### config.mk
export PLATFORM = sky130hd
export DESIGN_NAME = ess_stop_seq
export DESIGN_NICKNAME = d
export VERILOG_FILES = /design/src/rtl/ess_pkg.sv /design/src/rtl/ess_stop_seq.sv
export SDC_FILE = /design/constraint.sdc
export NUM_CORES = 1
export LEC_CHECK = 0
export BUFFER_PORTS_ARGS = -buffer_cell sky130_fd_sc_hd__buf_2
export CAP_MARGIN = 20
export CORE_ASPECT_RATIO = 0.6
export CORE_MARGIN = 1.5
export CORE_UTILIZATION = 35
export DETAILED_ROUTE_END_ITERATION = 16
export PLACE_DENSITY_LB_ADDON = 0.12
export SYNTH_ARGS = -nofsm -noshare
export SYNTH_HDL_FRONTEND = slang
export SYNTH_SLANG_ARGS = --single-unit
### constraint.sdc
create_clock -name i_core_clk -period 3.73 [get_ports i_core_clk]
set_input_delay 0.373 -clock i_core_clk [delete_from_list [all_inputs] [get_ports i_core_clk]]
set_output_delay 0.373 -clock i_core_clk [all_outputs]
set_load 0.01 [all_outputs]
### src/rtl/ess_pkg.sv
package ess_pkg;
  // register indices on the plain register port
  localparam logic [3:0] REG_CTRL      = 4'h0;
  localparam logic [3:0] REG_RESP      = 4'h1;
  localparam logic [3:0] REG_TIMEOUT   = 4'h2;
  localparam logic [3:0] REG_EXTRA     = 4'h3;
  localparam logic [3:0] REG_B2T       = 4'h4;
  localparam logic [3:0] REG_TTZ       = 4'h5;
  localparam logic [3:0] REG_ZERO      = 4'h6;
  localparam logic [3:0] REG_ENC_ZERO  = 4'h7;
  localparam logic [3:0] REG_RAMP_UP   = 4'h8;
  localparam logic [3:0] REG_RAMP_LO   = 4'h9;
  localparam logic [3:0] REG_STATUS    = 4'ha;
  localparam logic [3:0] REG_IRQ_STAT  = 4'hb;
  localparam logic [3:0] REG_IRQ_MASK  = 4'hc;
  // control field positions
  localparam int CTRL_RAMP_BIT  = 0;
  localparam int CTRL_BRAKE_BIT = 1;
  // event bit positions
  localparam int EV_REQ  = 0;
  localparam int EV_TQ   = 1;
  localparam int EV_DONE = 2;
  localparam int EV_TOUT = 3;
  localparam int EV_RAMP = 4;
  localparam int EV_W    = 5;
  // reset values
  localparam logic [15:0] CFG_RST   = 16'h0000;
  localparam logic [15:0] LIMIT_RST = 16'hffff;
  // delays count in 1 ms ticks
  localparam int CLK_MHZ    = 40;
  localparam int TICK_US    = 1000;
  localparam int TICK_CYC   = CLK_MHZ * TICK_US;

  typedef struct packed {
    logic        ramp_mode;
    logic        brake_en;
    logic [15:0] resp;
    logic [15:0] timeout;
    logic [15:0] extra;
    logic [15:0] b2t;
    logic [15:0] ttz;
    logic [15:0] zero;
    logic [15:0] enc_zero;
    logic [15:0] ramp_up;
    logic [15:0] ramp_lo;
  } ess_cfg_type;

  typedef enum logic [6:0] {
    ST_IDLE  = 7'h01,
    ST_RESP  = 7'h02,
    ST_MON   = 7'h04,
    ST_EXTRA = 7'h08,
    ST_LEAD  = 7'h10,
    ST_STOP  = 7'h20,
    ST_DONE  = 7'h40
  } ess_state_type;
endpackage

### src/rtl/ess_stop_seq.sv
// Overview of operation
// - time variant: request starts timeout counter, raises stop-active
// - time variant: zero speed applies torque-off, torque-off and done flags
// - ack accepted only when done is set and request withdrawn
// - brake configured: brake activates whenever torque-off is applied
// - negative brake delay: brake first, torque-off after delay magnitude
// - zero or positive brake delay: brake and torque-off together
// - optional extra delay before torque-off once zero speed reached
// - time variant: timeout expiry forces torque-off regardless of speed
// - valid ack releases torque-off and clears all indications
// - ramp variant: request raises stop-active, no timeout counter
// - ramp variant: after response time supervise ramp limits
// - speed outside a ramp limit applies torque-off without the extra delay
// - ramp variant: zero speed ends supervision, applies torque-off
// - ramp variant with brake: done only after brake time-to-zero
// - after ack in ramp variant drive may modulate again
// - time variant uses encoder zero limit, ramp variant general one
`timescale 1ns/1ps
`default_nettype none
module ess_stop_seq
  import ess_pkg::*;
#(
  parameter int TICK_CYCLES = TICK_CYC
) (
  input  wire logic        i_core_clk,
  input  wire logic        i_rst_n,
  input  wire logic        i_stop_req,
  input  wire logic        i_ack,
  input  wire logic [15:0] i_speed,
  input  wire logic [3:0]  i_addr,
  input  wire logic [15:0] i_wdata,
  input  wire logic        i_wr,
  input  wire logic        i_rd,
  output logic [15:0]      o_rdata,
  output logic             o_torque_off,
  output logic             o_brake,
  output logic             o_stop_active,
  output logic             o_stop_done,
  output logic             o_torque_off_flag,
  output logic             o_ramp_sup,
  output logic             o_irq
);
  ess_cfg_type   cfg_ff;
  ess_state_type st_ff;
  logic [1:0]  req_sync_ff, ack_sync_ff;
  logic        ack_prev_ff;
  logic [31:0] tick_cnt_ff;
  logic        tick_ff;
  logic [15:0] cnt_ff, to_cnt_ff;
  logic        to_run_ff;
  logic [EV_W-1:0] irq_st_ff, irq_mask_ff;
  logic [15:0] rdata_ff;
  logic        tq_ff, brk_ff, act_ff, done_ff, sup_ff, irq_ff;

  // synchronised pins; only the second stage, index 1, is read by logic
  wire req_s    = req_sync_ff[1];
  wire ack_rise = ack_sync_ff[1] & ~ack_prev_ff;

  // speed comparisons
  wire [15:0] zlim = cfg_ff.ramp_mode ? cfg_ff.zero : cfg_ff.enc_zero;
  wire at_zero  = i_speed <= zlim;
  wire ramp_bad = cfg_ff.ramp_mode &&
                  (i_speed > cfg_ff.ramp_up || i_speed < cfg_ff.ramp_lo);
  wire to_hit   = to_run_ff && (to_cnt_ff >= cfg_ff.timeout);
  wire [15:0] b2t_mag = cfg_ff.b2t[15] ? 16'(-cfg_ff.b2t) : cfg_ff.b2t;
  wire brake_lead = cfg_ff.brake_en && cfg_ff.b2t[15];
  wire in_resp  = st_ff == ST_RESP;
  wire in_mon   = st_ff == ST_MON;
  wire pre_stop = in_resp || in_mon || st_ff == ST_EXTRA;

  // decisions made in the response, monitoring, extra, brake lead, stop and done phases
  wire force_to   = pre_stop && to_hit;
  wire force_ramp = in_mon && !at_zero && ramp_bad;
  wire zero_hit   = in_mon && at_zero;
  wire extra_ok   = st_ff == ST_EXTRA && cnt_ff >= cfg_ff.extra;
  wire apply_now  = force_to || force_ramp || extra_ok;
  wire lead_ok    = st_ff == ST_LEAD && cnt_ff >= b2t_mag;
  wire ttz_ok     = !(cfg_ff.ramp_mode && cfg_ff.brake_en) ||
                    cnt_ff >= cfg_ff.ttz;
  wire done_now   = st_ff == ST_STOP && at_zero && ttz_ok;
  wire ack_ok     = st_ff == ST_DONE && done_ff && !req_s && ack_rise;

  // events feeding the sticky status
  wire [EV_W-1:0] ev;
  assign ev[EV_REQ]  = st_ff == ST_IDLE && req_s;
  assign ev[EV_TQ]   = (apply_now && !brake_lead) || lead_ok;
  assign ev[EV_DONE] = done_now;
  assign ev[EV_TOUT] = force_to;
  assign ev[EV_RAMP] = force_ramp;

  // register read selection
  wire [15:0] status_w = {9'h000, sup_ff, done_ff, act_ff, brk_ff, tq_ff,
                          cfg_ff.brake_en, cfg_ff.ramp_mode};
  wire [15:0] rd_mux =
    i_addr == REG_CTRL     ? {14'h0000, cfg_ff.brake_en, cfg_ff.ramp_mode} :
    i_addr == REG_RESP     ? cfg_ff.resp :
    i_addr == REG_TIMEOUT  ? cfg_ff.timeout :
    i_addr == REG_EXTRA    ? cfg_ff.extra :
    i_addr == REG_B2T      ? cfg_ff.b2t :
    i_addr == REG_TTZ      ? cfg_ff.ttz :
    i_addr == REG_ZERO     ? cfg_ff.zero :
    i_addr == REG_ENC_ZERO ? cfg_ff.enc_zero :
    i_addr == REG_RAMP_UP  ? cfg_ff.ramp_up :
    i_addr == REG_RAMP_LO  ? cfg_ff.ramp_lo :
    i_addr == REG_STATUS   ? status_w :
    i_addr == REG_IRQ_STAT ? {11'h000, irq_st_ff} :
    i_addr == REG_IRQ_MASK ? {11'h000, irq_mask_ff} : 16'h0000;
  wire irq_clr = i_rd && i_addr == REG_IRQ_STAT;

  // two-flop synchronisers for the request and ack pins
  always_ff @(posedge i_core_clk or negedge i_rst_n) begin
    if (!i_rst_n) begin
      req_sync_ff <= 2'h0;
      ack_sync_ff <= 2'h0;
      ack_prev_ff <= 1'h0;
    end else begin
      req_sync_ff <= {req_sync_ff[0], i_stop_req};
      ack_sync_ff <= {ack_sync_ff[0], i_ack};
      ack_prev_ff <= ack_sync_ff[1];
    end
  end

  // millisecond tick; delays are coarse but need only 16-bit counters
  always_ff @(posedge i_core_clk or negedge i_rst_n) begin
    if (!i_rst_n) begin
      tick_cnt_ff <= 32'h0;
      tick_ff     <= 1'h0;
    end else begin
      tick_ff     <= tick_cnt_ff == 32'(TICK_CYCLES - 1);
      tick_cnt_ff <= (tick_cnt_ff == 32'(TICK_CYCLES - 1)) ? 32'h0
                                                           : tick_cnt_ff + 32'h1;
    end
  end

  // configuration writes; a stop in progress sees changes at once
  always_ff @(posedge i_core_clk or negedge i_rst_n) begin
    if (!i_rst_n) begin
      cfg_ff          <= '0;
      cfg_ff.ramp_up  <= LIMIT_RST;
      cfg_ff.ramp_lo  <= CFG_RST;
      irq_mask_ff     <= '0;
    end else if (i_wr) begin
      case (i_addr)
        REG_CTRL: begin
          cfg_ff.ramp_mode <= i_wdata[CTRL_RAMP_BIT];
          cfg_ff.brake_en  <= i_wdata[CTRL_BRAKE_BIT];
        end
        REG_RESP:     cfg_ff.resp     <= i_wdata;
        REG_TIMEOUT:  cfg_ff.timeout  <= i_wdata;
        REG_EXTRA:    cfg_ff.extra    <= i_wdata;
        REG_B2T:      cfg_ff.b2t      <= i_wdata;
        REG_TTZ:      cfg_ff.ttz      <= i_wdata;
        REG_ZERO:     cfg_ff.zero     <= i_wdata;
        REG_ENC_ZERO: cfg_ff.enc_zero <= i_wdata;
        REG_RAMP_UP:  cfg_ff.ramp_up  <= i_wdata;
        REG_RAMP_LO:  cfg_ff.ramp_lo  <= i_wdata;
        REG_IRQ_MASK: irq_mask_ff     <= i_wdata[EV_W-1:0];
        default: ;
      endcase
    end
  end

  // read data one cycle later; sticky status, a new event beats the clear
  always_ff @(posedge i_core_clk or negedge i_rst_n) begin
    if (!i_rst_n) begin
      rdata_ff  <= 16'h0000;
      irq_st_ff <= '0;
      irq_ff    <= 1'h0;
    end else begin
      rdata_ff  <= i_rd ? rd_mux : 16'h0000;
      irq_st_ff <= (irq_clr ? '0 : irq_st_ff) | ev;
      irq_ff    <= |(((irq_clr ? '0 : irq_st_ff) | ev) & irq_mask_ff);
    end
  end

  // stop timeout counter, time variant only
  always_ff @(posedge i_core_clk or negedge i_rst_n) begin
    if (!i_rst_n) begin
      to_run_ff <= 1'h0;
      to_cnt_ff <= 16'h0000;
    end else if (ev[EV_REQ]) begin
      to_run_ff <= !cfg_ff.ramp_mode;
      to_cnt_ff <= 16'h0000;
    end else if (!pre_stop) begin
      to_run_ff <= 1'h0;
    end else if (tick_ff && to_run_ff && !to_hit) begin
      to_cnt_ff <= to_cnt_ff + 16'h1;
    end
  end

  // stop sequencer; outputs other than ramp supervision latch until a valid ack
  always_ff @(posedge i_core_clk or negedge i_rst_n) begin
    if (!i_rst_n) begin
      st_ff   <= ST_IDLE;
      cnt_ff  <= 16'h0000;
      tq_ff   <= 1'h0;
      brk_ff  <= 1'h0;
      act_ff  <= 1'h0;
      done_ff <= 1'h0;
      sup_ff  <= 1'h0;
    end else begin
      if (tick_ff && cnt_ff != 16'hffff)
        cnt_ff <= cnt_ff + 16'h1;
      // phase walk; the ifs below override the case on purpose
      case (st_ff)
        ST_IDLE: if (req_s) begin
          act_ff <= 1'h1;
          cnt_ff <= 16'h0000;
          st_ff  <= ST_RESP;
        end
        ST_RESP: if (force_to) begin
          st_ff <= ST_EXTRA;
        end else if (cnt_ff >= cfg_ff.resp) begin
          sup_ff <= cfg_ff.ramp_mode;
          st_ff  <= ST_MON;
        end
        ST_MON: if (force_to || force_ramp) begin
          sup_ff <= 1'h0;
          st_ff  <= ST_EXTRA;
        end else if (zero_hit) begin
          sup_ff <= 1'h0;
          cnt_ff <= 16'h0000;
          st_ff  <= ST_EXTRA;
        end
        default: ;
      endcase
      // forced stops skip the extra delay
      if (apply_now) begin
        cnt_ff <= 16'h0000;
        if (brake_lead) begin
          brk_ff <= 1'h1;
          st_ff  <= ST_LEAD;
        end else begin
          tq_ff  <= 1'h1;
          brk_ff <= cfg_ff.brake_en;
          st_ff  <= ST_STOP;
        end
      end
      // cnt keeps running from brake activation into the stop phase
      if (lead_ok) begin
        tq_ff <= 1'h1;
        st_ff <= ST_STOP;
      end
      // done waits for zero speed and, ramp with brake, the settle time
      if (done_now) begin
        done_ff <= 1'h1;
        st_ff   <= ST_DONE;
      end
      // only a valid ack clears the latches; speed changes are ignored
      if (ack_ok) begin
        tq_ff   <= 1'h0;
        brk_ff  <= 1'h0;
        act_ff  <= 1'h0;
        done_ff <= 1'h0;
        st_ff   <= ST_IDLE;
      end
    end
  end

  assign o_rdata           = rdata_ff;
  assign o_torque_off      = tq_ff;
  assign o_brake           = brk_ff;
  assign o_stop_active     = act_ff;
  assign o_stop_done       = done_ff;
  assign o_torque_off_flag = tq_ff;
  assign o_ramp_sup        = sup_ff;
  assign o_irq             = irq_ff;
endmodule
`default_nettype wire

==> reports/metrics.csv <==
metric,value,unit
r2r-start,cfg_ff[89]$_DFFE_PN0P_,
core_area,41900,um^2
grt_pass1_vias,10900,
cp.arrival,3.95,ns
yosys.area.top_type,dfrtp_1,
async_flop_share,100,%
max_cap_violations,0,
busiest_layer,met1,
cts.sinks,256,
port_buffers,64,
post_synth_num_cell_types,77,
synthTopCellsByArea,"dfrtp_1, mux2_2, ha_1",
grt_use_met1,36.0,%
gr-total-overflow,0,
wl,45.9,mm
num_rows,58,
final_hold_viol_count,0,
crit_path_frequent_cell,a21o_1,
dieArea,43700,um^2
cts_max_level,1,
start_util,35.5,%
gp_congestion,0.911,
synth_top_family_by_area,compound AO/OA/AOI/OAI gates,
drive_above_1_share,21.8,%
clk_path_buf_depth,3,
finalMaxSlewViolations,0,
cts-resized-gates,0,
root_buffer,clkbuf_16,
grt_start_max_net_pins,101,
ys.warnings.count,0,
synth.most_common_cell,dfrtp_1,
die_x,269,um
postCtsHoldBufs,3,
synth_top_area_share,40.2,%
yosys_most_used_dff,dfrtp_1,
min-delay-path-class,in -> reg,
path_class,reg -> reg,
dp_hpwl,34.7,mm
synthTopCellsByCount,"dfrtp_1, mux2_2, ha_1",
p_per_area,499,nW/um^2
fmax,0.284,GHz
synth_cells,1401,
ioPinCount,65,
synth_compound_area_share,13.0,%
grt_util_met2,26.8,%
reg2reg_to,o_irq$_DFF_PN0_,
grt_pass1_wl,70.3,mm
clkLatencyLatePin,0.56,ns
yosysSeqAreaShare,43.3,%
via_per_inst,5.40,
placed_cell_area,16000,um^2
synth.net_count,1574,
status,"complete, no violations",
synth-adder-area-share,11.0,%
finalNetCount,1656,
synth-xor-area-share,4.07,%
vdd_ir_drop_max,0.286,mV
final.fill_count,4135,
crit_path_max_incr_delay,0.57,ns
r2r_slack,0.20,ns
cts_setup_buffers,0,
routedWlPerCell,22.1,um
antenna_found_initial,0,
critPathMaxFanout,5,
synth_simple_gate_area_share,11.6,%
diodes,0,
rsz0062_at_grt,no,
drtIter0Drc,888,
crit_required,4.16,ns
drc,0,
endpoint,o_irq$_DFF_PN0_,
cp-start-kind,register,
slew_headroom,32.0,%
finalCriticalPeriod,3.53,ns
ys_ff_latch,256,
p_leak,0.00803,uW
startpoint,cfg_ff[89]$_DFFE_PN0P_,
synth_area_per_cell,10.6,um^2
syn_to_final_growth,14.3,%
synth-edff-count,0,
fin_util,40.6,%
finClkSkew,0.0112,ns
tightest_slew,1.02,ns
cp-end-kind,register,
fin_area,17000,um^2
cts_made_buffers,29,
die_h,163,um
setup_tns,0,ns
crit_slowest_cell,or4_1,
hold_slack,0.128,ns
vias,11200,
drtAntennaViolNets,0,
synthMuxAreaShare,12.9,%
setup_viol,0,
cts.clk_slew.worst_paths,0.07,ns
r2r_cells,13,
use_met3,4.70,%
syn-cell-area,14900,um^2
fin_crit_sh,94.5,%
grtUsageTotal,21.4,%
cts_tree,yes,
crit_chain,or4_1 -> or3_1 -> or2_2 -> nand2_1 -> xor2_1 -> ha_1 -> a21o_1 -> a21o_1 -> a21oi_1 -> nor2_1 -> a21o_1 -> a2bb2oi_1 -> nand3_1,
dr.pass1.iters,8,
[area by class of cell]
cell class	count	area (um^2)	share of cell area (%)
Timing Repair Buffer	96	616	3.62
Inverter	114	428	2.52
Tap cell	570	713	4.20
Multi-Input combinational cell	986	7810	46.0
Clock buffer	44	842	4.96
Clock inverter	9	153	0.898
Sequential cell	256	6430	37.8
[power breakdown]
group	switching, uW	internal, uW
logic	980	837
registers	403	3220
clock network	1210	1830
[worst min path at each step]
stage	to	startpoint	cells past startpoint	slack, ns
after global placement	req_sync_ff[1]$_DFF_PN0_	req_sync_ff[0]$_DFF_PN0_	0	0.34
after CTS	o_rdata[1]$_DFF_PN0_	i_rd	2	0.09
after global routing	o_rdata[1]$_DFF_PN0_	i_rd	2	0.10
final	o_rdata[1]$_DFF_PN0_	i_rd	2	0.13
after detailed placement	ack_sync_ff[1]$_DFF_PN0_	ack_sync_ff[0]$_DFF_PN0_	0	0.34
after floorplan	ack_prev_ff$_DFF_PN0_	i_rst_n	0	0.08
[logic make-up (layout without fill, tap and decap cells)]
group,count (synthesis),in the layout
AOI/OAI and AO/OA,285,285
adders and majority gates,131,131
buffers and inverters,159,263
and+or+nand+nor,329,329
muxes,172,172
DFF,256,256
xor gates and xnor gates,69,69
[placed cells by master (no fill, tap or decap), types with 17 or more instances in the layout]
cell       Yosys  layout
dfrtp_1      239     239
mux2_2       152     152
ha_1         131     131
inv_1        113     113
nand2_1       85      85
nor2_1        69      69
a21oi_1       69      69
buf_2          5      63
o21ai_0       59      59
a22oi_1       44      44
nand3_1       37      37
xnor2_1       36      36
xor2_1        33      33
nand4_1       31      31
clkbuf_16      0      29
buf_4          2      26
a21o_1        23      23
and3_1        21      21
mux2i_1       20      20
dfstp_2       17      17
[registers in the layout, summed over array words and instances, names as in the netlist, 2 cells and up]
| register | count |
|---|---|
| ack_sync_ff | 2 |
| cfg_ff | 146 |
| cnt_ff | 16 |
| irq_mask_ff | 5 |
| irq_st_ff | 5 |
| o_rdata | 16 |
| req_sync_ff | 2 |
| st_ff | 7 |
| tick_cnt_ff | 32 |
| to_cnt_ff | 16 |
[critical path: cells and delay by family (launching register included)]
kind | cells | cell delay [ns]
AO/OA/AOI/OAI | 5 | 1.05
XOR/XNOR | 1 | 0.17
adder cells (fa/ha/maj) | 1 | 0.27
flip-flops | 1 | 0.42
AND/OR/NAND/NOR | 6 | 1.48
[per-layer routing]
layer  vias up  wire length (um)
met5         -                 0
met4         0               822
met3        54              3220
met2       309             16600
met1      5573             25300
li1       5268                 -
[through the flow]
step | std cells | total power (uW) | setup slack (ns)
CTS | 2075 | 8560 | 0.257
global route | 2075 | 8940 | 0.0478
global placement | 2019 | 5430 | 0.295
floorplan | 1401 | 4730 | 0.646
finish | 2075 | 8470 | 0.204
detailed placement | 2019 | 5470 | 0.257
No activity file was read; power rests on OpenSTA's default activity.
